$ cat config.mk
export PLATFORM = sky130hd
export DESIGN_NAME = ast_transmitter
export DESIGN_NICKNAME = d
export VERILOG_FILES = /design/src/verilog/ast_pkg.sv /design/src/verilog/ast_baud_gen.sv /design/src/verilog/ast_transmitter.sv
export SDC_FILE = /design/constraint.sdc
export NUM_CORES = 1
export LEC_CHECK = 0
export ABC_AREA = 1
export ABC_CLOCK_PERIOD_IN_PS = 1900
export BUFFER_PORTS_ARGS = -buffer_cell sky130_fd_sc_hd__buf_2
export CORE_UTILIZATION = 40
export DETAILED_ROUTE_END_ITERATION = 16
export PLACE_DENSITY = 0.71
export REMOVE_ABC_BUFFERS = 1
export SLEW_MARGIN = 20
export SYNTH_ARGS = -nofsm -noshare
export SYNTH_HDL_FRONTEND = slang
export SYNTH_HIERARCHICAL = 1
export SYNTH_SLANG_ARGS = --single-unit
export TNS_END_PERCENT = 100
$ cat constraint.sdc
create_clock -name ref_clk_i -period 1.9 [get_ports ref_clk_i]
set_input_delay 0.38 -clock ref_clk_i [delete_from_list [all_inputs] [get_ports ref_clk_i]]
set_output_delay 0.38 -clock ref_clk_i [all_outputs]
set_load 0.05 [all_outputs]
$ cat src/verilog/ast_pkg.sv
// constants for the asynchronous serial transmitter
package ast_pkg;
  // ****************************************************************
  // register map (word addresses on the avalon bus)
  // ****************************************************************
  localparam logic [3:0] ADDR_CTRL_STAT = 4'h0;
  localparam logic [3:0] ADDR_BAUD_DIV  = 4'h1;
  localparam logic [3:0] ADDR_HOLD_BUF  = 4'h2;
  localparam logic [3:0] ADDR_FLAGS     = 4'h3;
  localparam logic [3:0] ADDR_IRQ_EN    = 4'h4;
  // ****************************************************************
  // control/status, flag and irq-enable field positions
  // ****************************************************************
  localparam int CS_NINTH_DATA  = 0;
  localparam int CS_SHIFT_EMPTY = 1;
  localparam int CS_HIGH_SPEED  = 2;
  localparam int CS_SYNC_MODE   = 4;
  localparam int CS_TX_ENABLE   = 5;
  localparam int CS_NINE_BIT    = 6;
  localparam int CS_PORT_ENABLE = 7;
  localparam int FLAG_TX_EMPTY  = 4;
  localparam int IRQ_TX_EMPTY   = 4;
  // ****************************************************************
  // reset values and timing
  // ****************************************************************
  localparam logic [7:0] CTRL_RESET     = 8'h02;
  localparam logic [7:0] BAUD_RESET     = 8'h00;
  localparam logic [6:0] OVERSAMPLE_HI  = 7'h10;
  localparam logic [6:0] OVERSAMPLE_LO  = 7'h40;
  localparam logic [1:0] INSTR_CYCLE    = 2'h3;
  localparam logic [3:0] BITS_8_FRAME   = 4'h9;
  localparam logic [3:0] BITS_9_FRAME   = 4'ha;
endpackage : ast_pkg

$ cat src/verilog/ast_baud_gen.sv
// baud generator: divisor counter giving one-cycle oversample ticks
`timescale 1ns/10ps
module ast_baud_gen #(
  parameter int DIV_W = 8
) (
  input  wire logic             ref_clk_i,
  input  wire logic             srst_i,
  input  wire logic             run_i,
  input  wire logic [DIV_W-1:0] divisor_i,
  output logic                  tick_o
);
  logic [DIV_W-1:0] count_reg;

  // ****************************************************************
  // tick every divisor+1 clocks
  // ****************************************************************
  always_ff @(posedge ref_clk_i)
  begin
    if (srst_i || !run_i)
    begin
      count_reg <= '0;
      tick_o    <= 1'b0;
    end
    else if (count_reg >= divisor_i)
    begin
      count_reg <= '0;
      tick_o    <= 1'b1;
    end
    else
    begin
      count_reg <= count_reg + 1'b1;
      tick_o    <= 1'b0;
    end
  end
endmodule : ast_baud_gen

$ cat src/verilog/ast_transmitter.sv
// asynchronous serial transmitter with avalon-mm register slave
`timescale 1ns/10ps
// Function
// - frame is start bit, eight or nine data bits, one stop bit.
// - baud timing comes from an eight-bit divisor counter.
// - data bits leave least significant bit first.
// - oversample is sixteen per bit when high-speed set, else sixty-four.
// - no parity; software may put it into the ninth bit.
// - sleep halts asynchronous operation.
// - asynchronous only while the synchronous-mode bit is clear.
// - shift register reloads only after the stop bit completes.
// - buffer-to-shifter move takes one instruction cycle, then empty flag sets.
// - buffer-empty raises interrupt request only while its enable is set.
// - empty flag ignores its enable; only a buffer load clears it.
// - read-only shift-empty status bit, polled, no interrupt.
// - shift register is not visible to software.
// - setting transmit enable also sets the empty flag.
// - nine-bit select sends the ninth data bit field.
// - a buffer write starts transmission when transmit is enabled.
// - empty flag becomes valid two instruction cycles after a buffer write.
module ast_transmitter #(
  parameter int DIV_W = 8
) (
  input  wire logic        ref_clk_i,
  input  wire logic        srst_i,
  input  wire logic        sleep_i,
  input  wire logic [3:0]  avs_address,
  input  wire logic        avs_read,
  input  wire logic        avs_write,
  input  wire logic [31:0] avs_writedata,
  output logic [31:0]      avs_readdata,
  output logic             avs_waitrequest,
  output logic             tx_o,
  output logic             tx_irq_o
);
  typedef enum logic [1:0] {ST_IDLE, ST_LOAD, ST_SHIFT} ast_state_t;

  ast_state_t       state_reg;
  logic [7:0]       ctrl_reg;
  logic [7:0]       baud_divisor_reg;
  logic [7:0]       tx_holding_buffer_reg;
  logic             hold_full_reg;
  logic             empty_flag_reg;
  logic             irq_en_reg;
  logic [1:0]       flag_delay_reg;
  logic [1:0]       icyc_reg;
  logic [9:0]       tx_shift_register;
  logic [3:0]       bits_left_reg;
  logic [6:0]       tick_cnt_reg;
  logic             shift_empty_reg;
  logic             ack_reg;
  logic             baud_tick;
  logic             port_run;
  logic             bus_write;
  logic             bus_read;
  logic             hold_wr;
  logic             transmit_enable_rise;
  logic [6:0]       bit_ticks;

  // ****************************************************************
  // decode
  // ****************************************************************
  assign port_run  = ctrl_reg[ast_pkg::CS_PORT_ENABLE] && !ctrl_reg[ast_pkg::CS_SYNC_MODE]
                     && !sleep_i;
  assign bus_write = avs_write && !ack_reg;
  assign bus_read  = avs_read && !ack_reg;
  assign hold_wr   = bus_write && avs_address == ast_pkg::ADDR_HOLD_BUF;
  assign transmit_enable_rise = bus_write && avs_address == ast_pkg::ADDR_CTRL_STAT
                     && avs_writedata[ast_pkg::CS_TX_ENABLE] && !ctrl_reg[ast_pkg::CS_TX_ENABLE];
  assign bit_ticks = ctrl_reg[ast_pkg::CS_HIGH_SPEED] ? ast_pkg::OVERSAMPLE_HI
                     : ast_pkg::OVERSAMPLE_LO;

  ast_baud_gen #(.DIV_W(DIV_W)) u_baud_generator (
    .ref_clk_i (ref_clk_i),
    .srst_i    (srst_i),
    .run_i     (port_run),
    .divisor_i (baud_divisor_reg),
    .tick_o    (baud_tick)
  );

  // ****************************************************************
  // avalon slave: one wait cycle, answer on second edge
  // ****************************************************************
  always_ff @(posedge ref_clk_i)
  begin
    if (srst_i)
      ack_reg <= 1'b0;
    else
      ack_reg <= (avs_read || avs_write) && !ack_reg;
  end

  always_ff @(posedge ref_clk_i)
  begin
    if (srst_i)
      avs_waitrequest <= 1'b1;
    else
      avs_waitrequest <= !((avs_read || avs_write) && !ack_reg);
  end

  always_ff @(posedge ref_clk_i)
  begin
    if (srst_i)
      avs_readdata <= 32'h0000_0000;
    else if (bus_read)
    begin
      unique case (avs_address)
        ast_pkg::ADDR_CTRL_STAT:
          avs_readdata <= {24'h00_0000, ctrl_reg[7:2], shift_empty_reg,
                           ctrl_reg[0]};
        ast_pkg::ADDR_BAUD_DIV:
          avs_readdata <= {24'h00_0000, baud_divisor_reg};
        ast_pkg::ADDR_HOLD_BUF:
          avs_readdata <= {24'h00_0000, tx_holding_buffer_reg};
        ast_pkg::ADDR_FLAGS:
          avs_readdata <= {27'h000_0000, empty_flag_reg, 4'h0};
        ast_pkg::ADDR_IRQ_EN:
          avs_readdata <= {27'h000_0000, irq_en_reg, 4'h0};
        default:
          avs_readdata <= 32'h0000_0000;
      endcase
    end
  end

  // ****************************************************************
  // software registers
  // ****************************************************************
  always_ff @(posedge ref_clk_i)
  begin
    if (srst_i)
      ctrl_reg <= ast_pkg::CTRL_RESET;
    else if (bus_write && avs_address == ast_pkg::ADDR_CTRL_STAT)
      ctrl_reg <= {avs_writedata[7:2], 1'b0, avs_writedata[0]};
  end

  always_ff @(posedge ref_clk_i)
  begin
    if (srst_i)
      baud_divisor_reg <= ast_pkg::BAUD_RESET;
    else if (bus_write && avs_address == ast_pkg::ADDR_BAUD_DIV)
      baud_divisor_reg <= avs_writedata[7:0];
  end

  always_ff @(posedge ref_clk_i)
  begin
    if (srst_i)
      irq_en_reg <= 1'b0;
    else if (bus_write && avs_address == ast_pkg::ADDR_IRQ_EN)
      irq_en_reg <= avs_writedata[ast_pkg::IRQ_TX_EMPTY];
  end

  // instruction cycle is four clocks
  always_ff @(posedge ref_clk_i)
  begin
    if (srst_i)
      icyc_reg <= 2'h0;
    else
      icyc_reg <= icyc_reg + 2'h1;
  end

  // ****************************************************************
  // holding buffer and its empty flag
  // ****************************************************************
  always_ff @(posedge ref_clk_i)
  begin
    if (srst_i)
      tx_holding_buffer_reg <= 8'h00;
    else if (hold_wr)
      tx_holding_buffer_reg <= avs_writedata[7:0];
  end

  always_ff @(posedge ref_clk_i)
  begin
    if (srst_i)
      hold_full_reg <= 1'b0;
    else if (hold_wr && ctrl_reg[ast_pkg::CS_TX_ENABLE])
      hold_full_reg <= 1'b1;
    else if (state_reg == ST_LOAD && icyc_reg == ast_pkg::INSTR_CYCLE)
      hold_full_reg <= 1'b0;
  end

  // flag drops two instruction cycles after the write lands
  always_ff @(posedge ref_clk_i)
  begin
    if (srst_i)
      flag_delay_reg <= 2'h0;
    else if (hold_wr && ctrl_reg[ast_pkg::CS_TX_ENABLE])
      flag_delay_reg <= 2'h2;
    else if (flag_delay_reg != 2'h0 && icyc_reg == ast_pkg::INSTR_CYCLE)
      flag_delay_reg <= flag_delay_reg - 2'h1;
  end

  always_ff @(posedge ref_clk_i)
  begin
    if (srst_i)
      empty_flag_reg <= 1'b0;
    else if (transmit_enable_rise)
      empty_flag_reg <= 1'b1;
    else if (state_reg == ST_LOAD && icyc_reg == ast_pkg::INSTR_CYCLE)
      empty_flag_reg <= 1'b1;
    else if (flag_delay_reg == 2'h1 && icyc_reg == ast_pkg::INSTR_CYCLE && hold_full_reg)
      empty_flag_reg <= 1'b0;
  end

  always_ff @(posedge ref_clk_i)
  begin
    if (srst_i)
      tx_irq_o <= 1'b0;
    else
      tx_irq_o <= empty_flag_reg && irq_en_reg;
  end

  // ****************************************************************
  // transmit sequencer
  // ****************************************************************
  always_ff @(posedge ref_clk_i)
  begin
    if (srst_i || !ctrl_reg[ast_pkg::CS_TX_ENABLE])
    begin
      state_reg         <= ST_IDLE;
      tx_shift_register <= 10'h3ff;
      bits_left_reg     <= 4'h0;
      tick_cnt_reg      <= 7'h00;
      shift_empty_reg   <= 1'b1;
    end
    else
    begin
      unique case (state_reg)
        ST_IDLE:
          if (hold_full_reg && port_run)
            state_reg <= ST_LOAD;
        ST_LOAD:
          if (icyc_reg == ast_pkg::INSTR_CYCLE)
          begin
            // stop, optional ninth bit, data; start bit comes from start_phase_reg; lsb leaves first
            tx_shift_register <= ctrl_reg[ast_pkg::CS_NINE_BIT]
              ? {1'b1, ctrl_reg[ast_pkg::CS_NINTH_DATA], tx_holding_buffer_reg}
              : {2'b11, tx_holding_buffer_reg};
            bits_left_reg     <= ctrl_reg[ast_pkg::CS_NINE_BIT]
              ? ast_pkg::BITS_9_FRAME : ast_pkg::BITS_8_FRAME;
            tick_cnt_reg      <= 7'h00;
            shift_empty_reg   <= 1'b0;
            state_reg         <= ST_SHIFT;
          end
        ST_SHIFT:
          if (baud_tick)
          begin
            if (tick_cnt_reg == bit_ticks - 7'h01)
            begin
              tick_cnt_reg <= 7'h00;
              if (bits_left_reg == 4'h0)
              begin
                shift_empty_reg <= 1'b1;
                state_reg       <= hold_full_reg ? ST_LOAD : ST_IDLE;
              end
              else
              begin
                // the start period holds the shifter so that data bit zero is sent
                if (!start_phase_reg)
                  tx_shift_register <= {1'b1, tx_shift_register[9:1]};
                bits_left_reg     <= bits_left_reg - 4'h1;
              end
            end
            else
              tick_cnt_reg <= tick_cnt_reg + 7'h01;
          end
        default:
          state_reg <= ST_IDLE;
      endcase
    end
  end

  // start bit is a zero held in front of the shifter
  logic start_phase_reg;
  always_ff @(posedge ref_clk_i)
  begin
    if (srst_i || !ctrl_reg[ast_pkg::CS_TX_ENABLE])
      start_phase_reg <= 1'b0;
    else if (state_reg == ST_LOAD && icyc_reg == ast_pkg::INSTR_CYCLE)
      start_phase_reg <= 1'b1;
    else if (state_reg == ST_SHIFT && baud_tick && tick_cnt_reg == bit_ticks - 7'h01)
      start_phase_reg <= 1'b0;
  end

  always_ff @(posedge ref_clk_i)
  begin
    if (srst_i)
      tx_o <= 1'b1;
    else if (state_reg != ST_SHIFT)
      tx_o <= 1'b1;
    else if (start_phase_reg)
      tx_o <= 1'b0;
    else
      tx_o <= tx_shift_register[0];
  end
endmodule : ast_transmitter

==> out/summary.md, run 1 <==
The largest incremental delay on the critical path is 0.36 ns, and the number of top-level pins is 76. The synthesized netlist occupies a cell area of 3819 um^2. The multi-input logic area was 1923 um^2.

The worst setup path is of the reg2reg kind. The most numerous cell type found on the critical path is nand3_1. The met2 usage is 30.40%. Post-CTS clock slew at the launch and capture registers of the worst setup and hold paths: 0.09 ns. The detailed router finished its first iteration with 167 violations. TritonCTS built the clock tree.

The number of enable flip-flop cells after synthesis was 0. In this run the most used layer during global routing was met2. The met3 demand-to-capacity share in global routing is 3.373%, and the largest clock skew in the final design is 0.009462 ns. The slowest stage of the critical path belongs to the cell dfxtp_1. Of all nets on the critical path, the largest fanout is 17. The async set-or-reset flop fraction in the synthesized netlist was 0%; the antenna diode instance count was 0. The height of the chip was 99.71 um. The half-perimeter wire length after detailed placement was 6147 um.

The cell family contributing the most delay on the critical path was simple AND/OR/NAND/NOR gates. Data on the critical path is required at its endpoint by 2.13 ns. For the worst setup path, the data arrival time is 1.87 ns. Counting flops per register, the top entry is tx_shift_register. For the total of hold buffers inserted after clock tree synthesis, the log shows 0. Entering global routing, the biggest net connects 26 pins.

The detail-routed net length per standard cell was 11.52 um. The run gives 608.3 MHz as the highest clock rate. Via total after detailed routing: 3242. The floorplan has 35 rows. The logs give 0 ns for the setup total negative slack and 9 for the number of buffers created by CTS.

The type of the worst min-delay path was in2reg. The hold violation total from the final report was 0; the peak supply drop was 0.0004552 V. STA classifies the critical path startpoint as a flip-flop. Power density normalized to cell area: 715.3 nW/um^2. The routed design could run at a clock period as short as 1.644 ns. The commonest non-fill, non-tap cell in the layout is nand2_1. Buffers added to address setup during post-CTS repair amount to 0. Net switching power: 0.0008624 W. At the end of routability-driven placement, the weighted congestion stood at 0.7696. The number of warnings issued by yosys is 6, and the part of the total power dissipated in combinational logic is 8.1%.

Initial core utilization: 41.33%. The CTS root buffer is clkbuf_8. The cell area after placement is 3994 um^2, and the number of design rule violations left after detail routing is 0. After filler insertion, the fill cell instance count of the layout stands at 956.

Traced cell by cell, the critical path runs through ha_1, nand3_1, nor2_1, nand3_1, nand2_4, nand3_2, nand2_1, nand3_1. The number of sinks driven by the clock tree was 75. For the aggregate global routing overflow, the log shows 0. The floorplan step defined a die boundary enclosing 9941 um^2. For this run, the register share of the synthesized area comes to 39.32%.

Setup repair after global routing left no endpoint under its margin. The area of the core region was 9240 um^2; the share of post-route cells with drive strength above 1 was 15.19%. Synthesis handed over a netlist of 517 instances. Leaving out fill and tap cells, the most frequent cells in the layout are nand2_1, dfxtp_1, inv_1. In this run the remaining antenna-violating nets after routing total 0. The routed design has 7855 um of wire.

The run finished with clean final reports. The die is 99.71 um wide. The tools report the footprint of the flip-flops and latches as 1501 um^2. Counting flops and latches in the post-synthesis netlist gives 75. After clock tree synthesis, the repair step resized 0 gates.

No sink is reached through more buffers than the 2 on the longest clock path. The mean area per synthesized cell was 7.386 um^2; the all-layer global routing usage was 16.95%. The maximum level of the CTS H-tree came out at 3. The sort of element at the end of the critical path was a flip-flop.

The final critical path takes up 86.53% of the cycle. The clock network burns 38.6% of the power. In the global route stage, met1 resource usage came out at 20.40%. The logs give 0 for the total count of max-transition violations in the final report and 4 for the detailed-routing iteration count for the pre-antenna-repair pass. Synthesis instantiated 40 different standard cells from the library. The cell-internal power is 0.002127 W, and the power share of the sequential group is 53.3%. For this design the static power due to leakage is 1.695 nW. The post-detailed-route via-to-cell ratio came out at 4.754. The net count of the finished layout is 604. The clock reaches the later pin of the worst-skew pair after 0.35 ns. From synthesis to final layout, the design area changed by 9.436%. The first global-routing pass estimated 13610 um of wire.

Number of I/O port buffers: 27. The critical path contains buffers and inverters numbering 0 combined. The tool flagged a number of max-cap violations equal to 0. The switching share of power came out at 28.85%. The register with the most flip-flops in the layout has 9 of them. Once layout is done, the placed cells without fillers occupy 4179 um^2. Number of antenna violations at the first check in global routing: 0. The tools report the final setup violation count as 0. The most used flip-flop cell after synthesis is dfxtp_1.

Number of global-route vias before repair: 3065.
power by group through the flow:
stage	registers, W	logic, W	clock network, W
after detailed placement	0.00163	0.000243	0
after global placement	0.00163	0.000238	0
after global routing	0.00160	0.000264	0.00126
final	0.00159	0.000243	0.00115
after CTS	0.00159	0.000243	0.00118
after floorplan	0.00164	0.000171	0
worst paths after layout:
check,from,end,slack [ns],depth (start not counted)
setup / recovery,tick_cnt_reg[1],tx_shift_register[7],0.26,8
setup reg to reg,tick_cnt_reg[1],tx_shift_register[7],0.26,8
hold / removal,avs_writedata[1],baud_divisor_reg[1],0.31,3
hold reg to reg,icyc_reg[0],icyc_reg[0],0.42,1
synth_stat cells (4+ instances only):
cell type | count | area share (%)
nand2_1 | 112 | 11
dfxtp_1 | 75 | 39
inv_1 | 56 | 5.5
nor2_1 | 46 | 4.5
a21oi_1 | 40 | 5.2
nand3_1 | 31 | 4.1
o21ai_0 | 29 | 3.8
buf_4 | 24 | 4.7
nand4_1 | 16 | 2.6
ha_1 | 15 | 4.9
nand2_2 | 10 | 1.6
nor2_2 | 7 | 1.1
o211ai_1 | 7 | 1.4
clkbuf_1 | 5 | 0.49
xnor2_1 | 5 | 1.1
buf_2 | 4 | 0.52
worst min-delay path: cells and delay by family:
family / cells / cell delay (ns)
buffers and inverters: 1 / 0.11
and+or+nand+nor: 1 / 0.07
AOI/OAI and AO/OA: 1 / 0.06
stage by stage:
stage,hold slack (ns),std cells,worst slack (ns),utilization (%),total power (W)
2_1_floorplan,0.3946,504,0.4431,-,0.001808
3_3_place_gp,0.4075,666,0.2928,43.22,0.001868
3_5_place_dp,0.4128,666,0.2555,43.22,0.001873
4_1_cts,0.3025,682,0.2489,45.23,0.003017
5_1_grt,0.3144,682,0.08085,45.23,0.003115
6_report,0.3101,682,0.2560,45.23,0.002989
metal layers:
metal | vias up | routed length [um] | part of all wire [%]
li1 | 1700 | - | -
met1 | 1481 | 3548 | 45
met2 | 49 | 3930 | 50
met3 | 12 | 241 | 3.1
met4 | 0 | 134 | 1.7
met5 | - | 0 | 0
layout make-up:
cell class / instances / area share, %
clock buffers: 9 / 2.964
multi-input cells: 369 / 46.02
inverters: 60 / 5.449
flip-flops and latches: 75 / 35.93
well taps: 129 / 3.862
repair buffers: 33 / 4.311
clock inverters: 7 / 1.467
cells by family (layout without fill, tap and decap cells):
logic type,Yosys count,in the layout,synth area share (%)
AO/OA/AOI/OAI,88,88,12.88
XOR/XNOR,7,7,1.606
adder cells (fa/ha/maj),15,15,4.915
buffers and inverters,96,109,12.58
flip-flops,75,75,39.32
other,1,24,0.09820
AND/OR/NAND/NOR,235,235,28.60
(Power assumes the default switching activity.)
==> run 2, diff against run 1 <==
Settings changed: PLACE_DENSITY 0.71 to default, PLACE_DENSITY_LB_ADDON from default to 0.3.
==> run 2 against run 1 <==
Wire length up 2.4%. Combinational power about the same. Clock-buffer cell count up 1. Clock power up 18%. Maximum frequency about the same. Critical path depth unchanged. Non-clock buffer count up 3. Cell count up 0.44%. Clock skew about the same.
==> out/summary.md, run 2 (same netlist as run 1, synthesis figures left out) <==
Required time of the worst setup path: 2.14 ns (about the same). The run gives 41.33% (unchanged) as the initial core utilization. The run finished with clean final reports.

The part of the total power dissipated in combinational logic was 7.5% (-0.6 points); the power density normalized to cell area was 753.0 nW/um^2 (+5.3%). The run gives 0.7784 (+1.1%) as the final weighted congestion in routability-driven placement. The number of buffers created by CTS is 9 (unchanged). The critical path is of the reg2reg type. The via total after detailed routing was 3246 (+0.12%).

Total wirelength of the detailed-routed design: 8041 um (+2.4%). The antenna diode instance count came out at 0 (unchanged). The switching share of power is 25.92% (-2.9 points). The largest net degree at the start of global routing was 26 (unchanged).

The total number of nets in the final design came out at 607 (+0.50%). The full die area came out at 9941 um^2 (unchanged). The buffer levels on the longest clock path was 2 (unchanged). CTS root buffer: clkbuf_8. The worst setup path is launched from a flip-flop.

For the reported leakage power, the log shows 1.726 nW (+1.8%). The tools report the remaining antenna violation count after routing as 0 (unchanged). The total design power was 0.003198 W (+7.0%); the post-CTS clock slew at the launch and capture registers of the worst setup and hold paths was 0.08 ns (about the same).

The number of top-level pins came out at 76 (unchanged). The all-layer global routing usage was 17.79% (+0.85 points). The tools report the hold violation total from the final report as 0 (unchanged).

The tools report the sort of element at the end of the critical path as a flip-flop. The first-pass GRT wire length is 13840 um (+1.7%), and the power share of the sequential group is 49.8% (-3.5 points). The number of rows created at floorplan was 35 (unchanged); the number of design rule violations left after detail routing was 0 (unchanged). The tools report the final setup violation count as 0 (unchanged). The post-detailed-route via-to-cell ratio came out at 4.739 (-0.32%). Detail-routed net length per standard cell: 11.74 um (+1.9%). The signed area change from the synthesized netlist to the final layout was 11.21%. Ranked by flip-flop count, first place goes to tx_shift_register. Leaving out fill and tap cells, the most frequent cells in the layout are nand2_1, dfxtp_1, inv_1. The number of DRC markers after the initial detailed-route iteration came out at 137 (-18%). The number of global-route vias before repair is 3031 (-1.1%), and the net switching power is 0.0008289 W (-3.9%). The area of the core region is 9240 um^2 (unchanged). The final instance area came out at 4247 um^2 (+1.6%). The logs give 0 ns (unchanged) for the setup total negative slack and 4 (unchanged) for the detailed-routing iteration count for the pre-antenna-repair pass. The max-cap violation count is 0 (unchanged). Number of sinks driven by the clock tree: 75 (unchanged). The largest clock skew in the final design was 0.009032 ns (-0.0004305 ns). The library cell used most frequently in the layout, excluding fill and tap cells, is nand2_1. Cell area after placement: 3986 um^2 (-0.19%). The type of the worst min-delay path was in2reg. The total of hold buffers inserted after clock tree synthesis is 0 (unchanged), and the clock latency of the later-clocked register in the worst-skew pair is 0.36 ns (about the same). The highest clock rate was 608.5 MHz (about the same); the critical path data arrival time was 1.89 ns (+0.02 ns).

The maximum fanout along the worst path came out at 9 (-8). The width of the chip works out to 99.71 um (unchanged). The flip-flop count of the largest register, all copies and words added is 9 (unchanged).

The number of gates resized after CTS came out at 0 (unchanged). TritonCTS built the clock tree. The number of antenna violations at the first check in global routing came out at 0 (unchanged). The aggregate global routing overflow was 0 (unchanged).

The height of the chip is 99.71 um (unchanged). The shortest period the worst path allows was 1.644 ns (-0.0004670 ns). The maximum level of the CTS H-tree is 3 (unchanged), and the final clock period utilization by the worst path is 86.50% (about the same). The share of post-route cells with drive strength above 1 came out at 15.47% (+0.28 points). The tools report the half-perimeter wire length after detailed placement as 6078 um (-1.1%). The cell-internal power is 0.002369 W (+11%). Setup repair after global routing left no endpoint under its margin. The number of setup buffers added after CTS is 0 (unchanged), and the peak supply drop is 0.0003289 V (-28%).

Total count of max-transition violations in the final report: 0 (unchanged). The number of I/O port buffers is 27 (unchanged). The clock network fraction of total power is 42.6% (+4.0 points).
[run 2: metal layers]
layer | GRT usage [%] | share of wire (%) | vias up
met5 | 0 | 0 | -
met4 | 5.090 | 1.1 | 0
met1 | 20.73 | 45 | 1479
met3 | 5.341 | 3.6 | 9
met2 | 31.41 | 50 | 54
li1 | - | - | 1704
[run 2: final cells by class]
type                            instances  area [um^2]
Sequential cell                        75         1501
Clock inverter                          6        90.09
Fill cell                             918         4994
Tap cell                              129        161.4
Clock buffer                           10        127.6
Timing Repair Buffer                   36        215.2
Inverter                               60        227.7
Multi-Input combinational cell        369         1923
[run 2: worst paths after layout]
kind / start / endpoint / slack [ns] / cells past startpoint
max: tick_cnt_reg[1] / tx_shift_register[8] / 0.26 / 8
max reg2reg: tick_cnt_reg[1] / tx_shift_register[8] / 0.26 / 8
min: avs_writedata[1] / baud_divisor_reg[1] / 0.30 / 3
min reg2reg: icyc_reg[0] / icyc_reg[0] / 0.44 / 1
[run 2: power groups by stage]
stage	combinational (W)	sequential (W)	clock [W]
after detailed placement	0.000241	0.00163	0
final	0.000241	0.00159	0.00136
after global routing	0.000264	0.00160	0.00146
after CTS	0.000241	0.00159	0.00140
after floorplan	0.000171	0.00164	0
after global placement	0.000239	0.00163	0
[run 2: per-stage QoR]
stage	setup WS (ns)	std cells	util [%]	hold WS, ns
6_report	0.2565	685	45.96	0.2976
5_1_grt	0.04115	685	45.96	0.2916
4_1_cts	0.1879	681	45.50	0.2906
3_5_place_dp	0.1841	665	43.14	0.4302
3_3_place_gp	0.2296	665	43.14	0.4080
2_1_floorplan	0.4431	504	-	0.3946
[run 2: critical path, stage by stage, from the launching register on]
cell     delay (ns)
dfxtp_1        0.37
ha_1           0.21
nand3_1        0.12
nor2_1         0.10
nand3_1        0.15
nand2_4        0.18
nand3_2        0.20
nand2_1        0.13
nand3_1        0.07
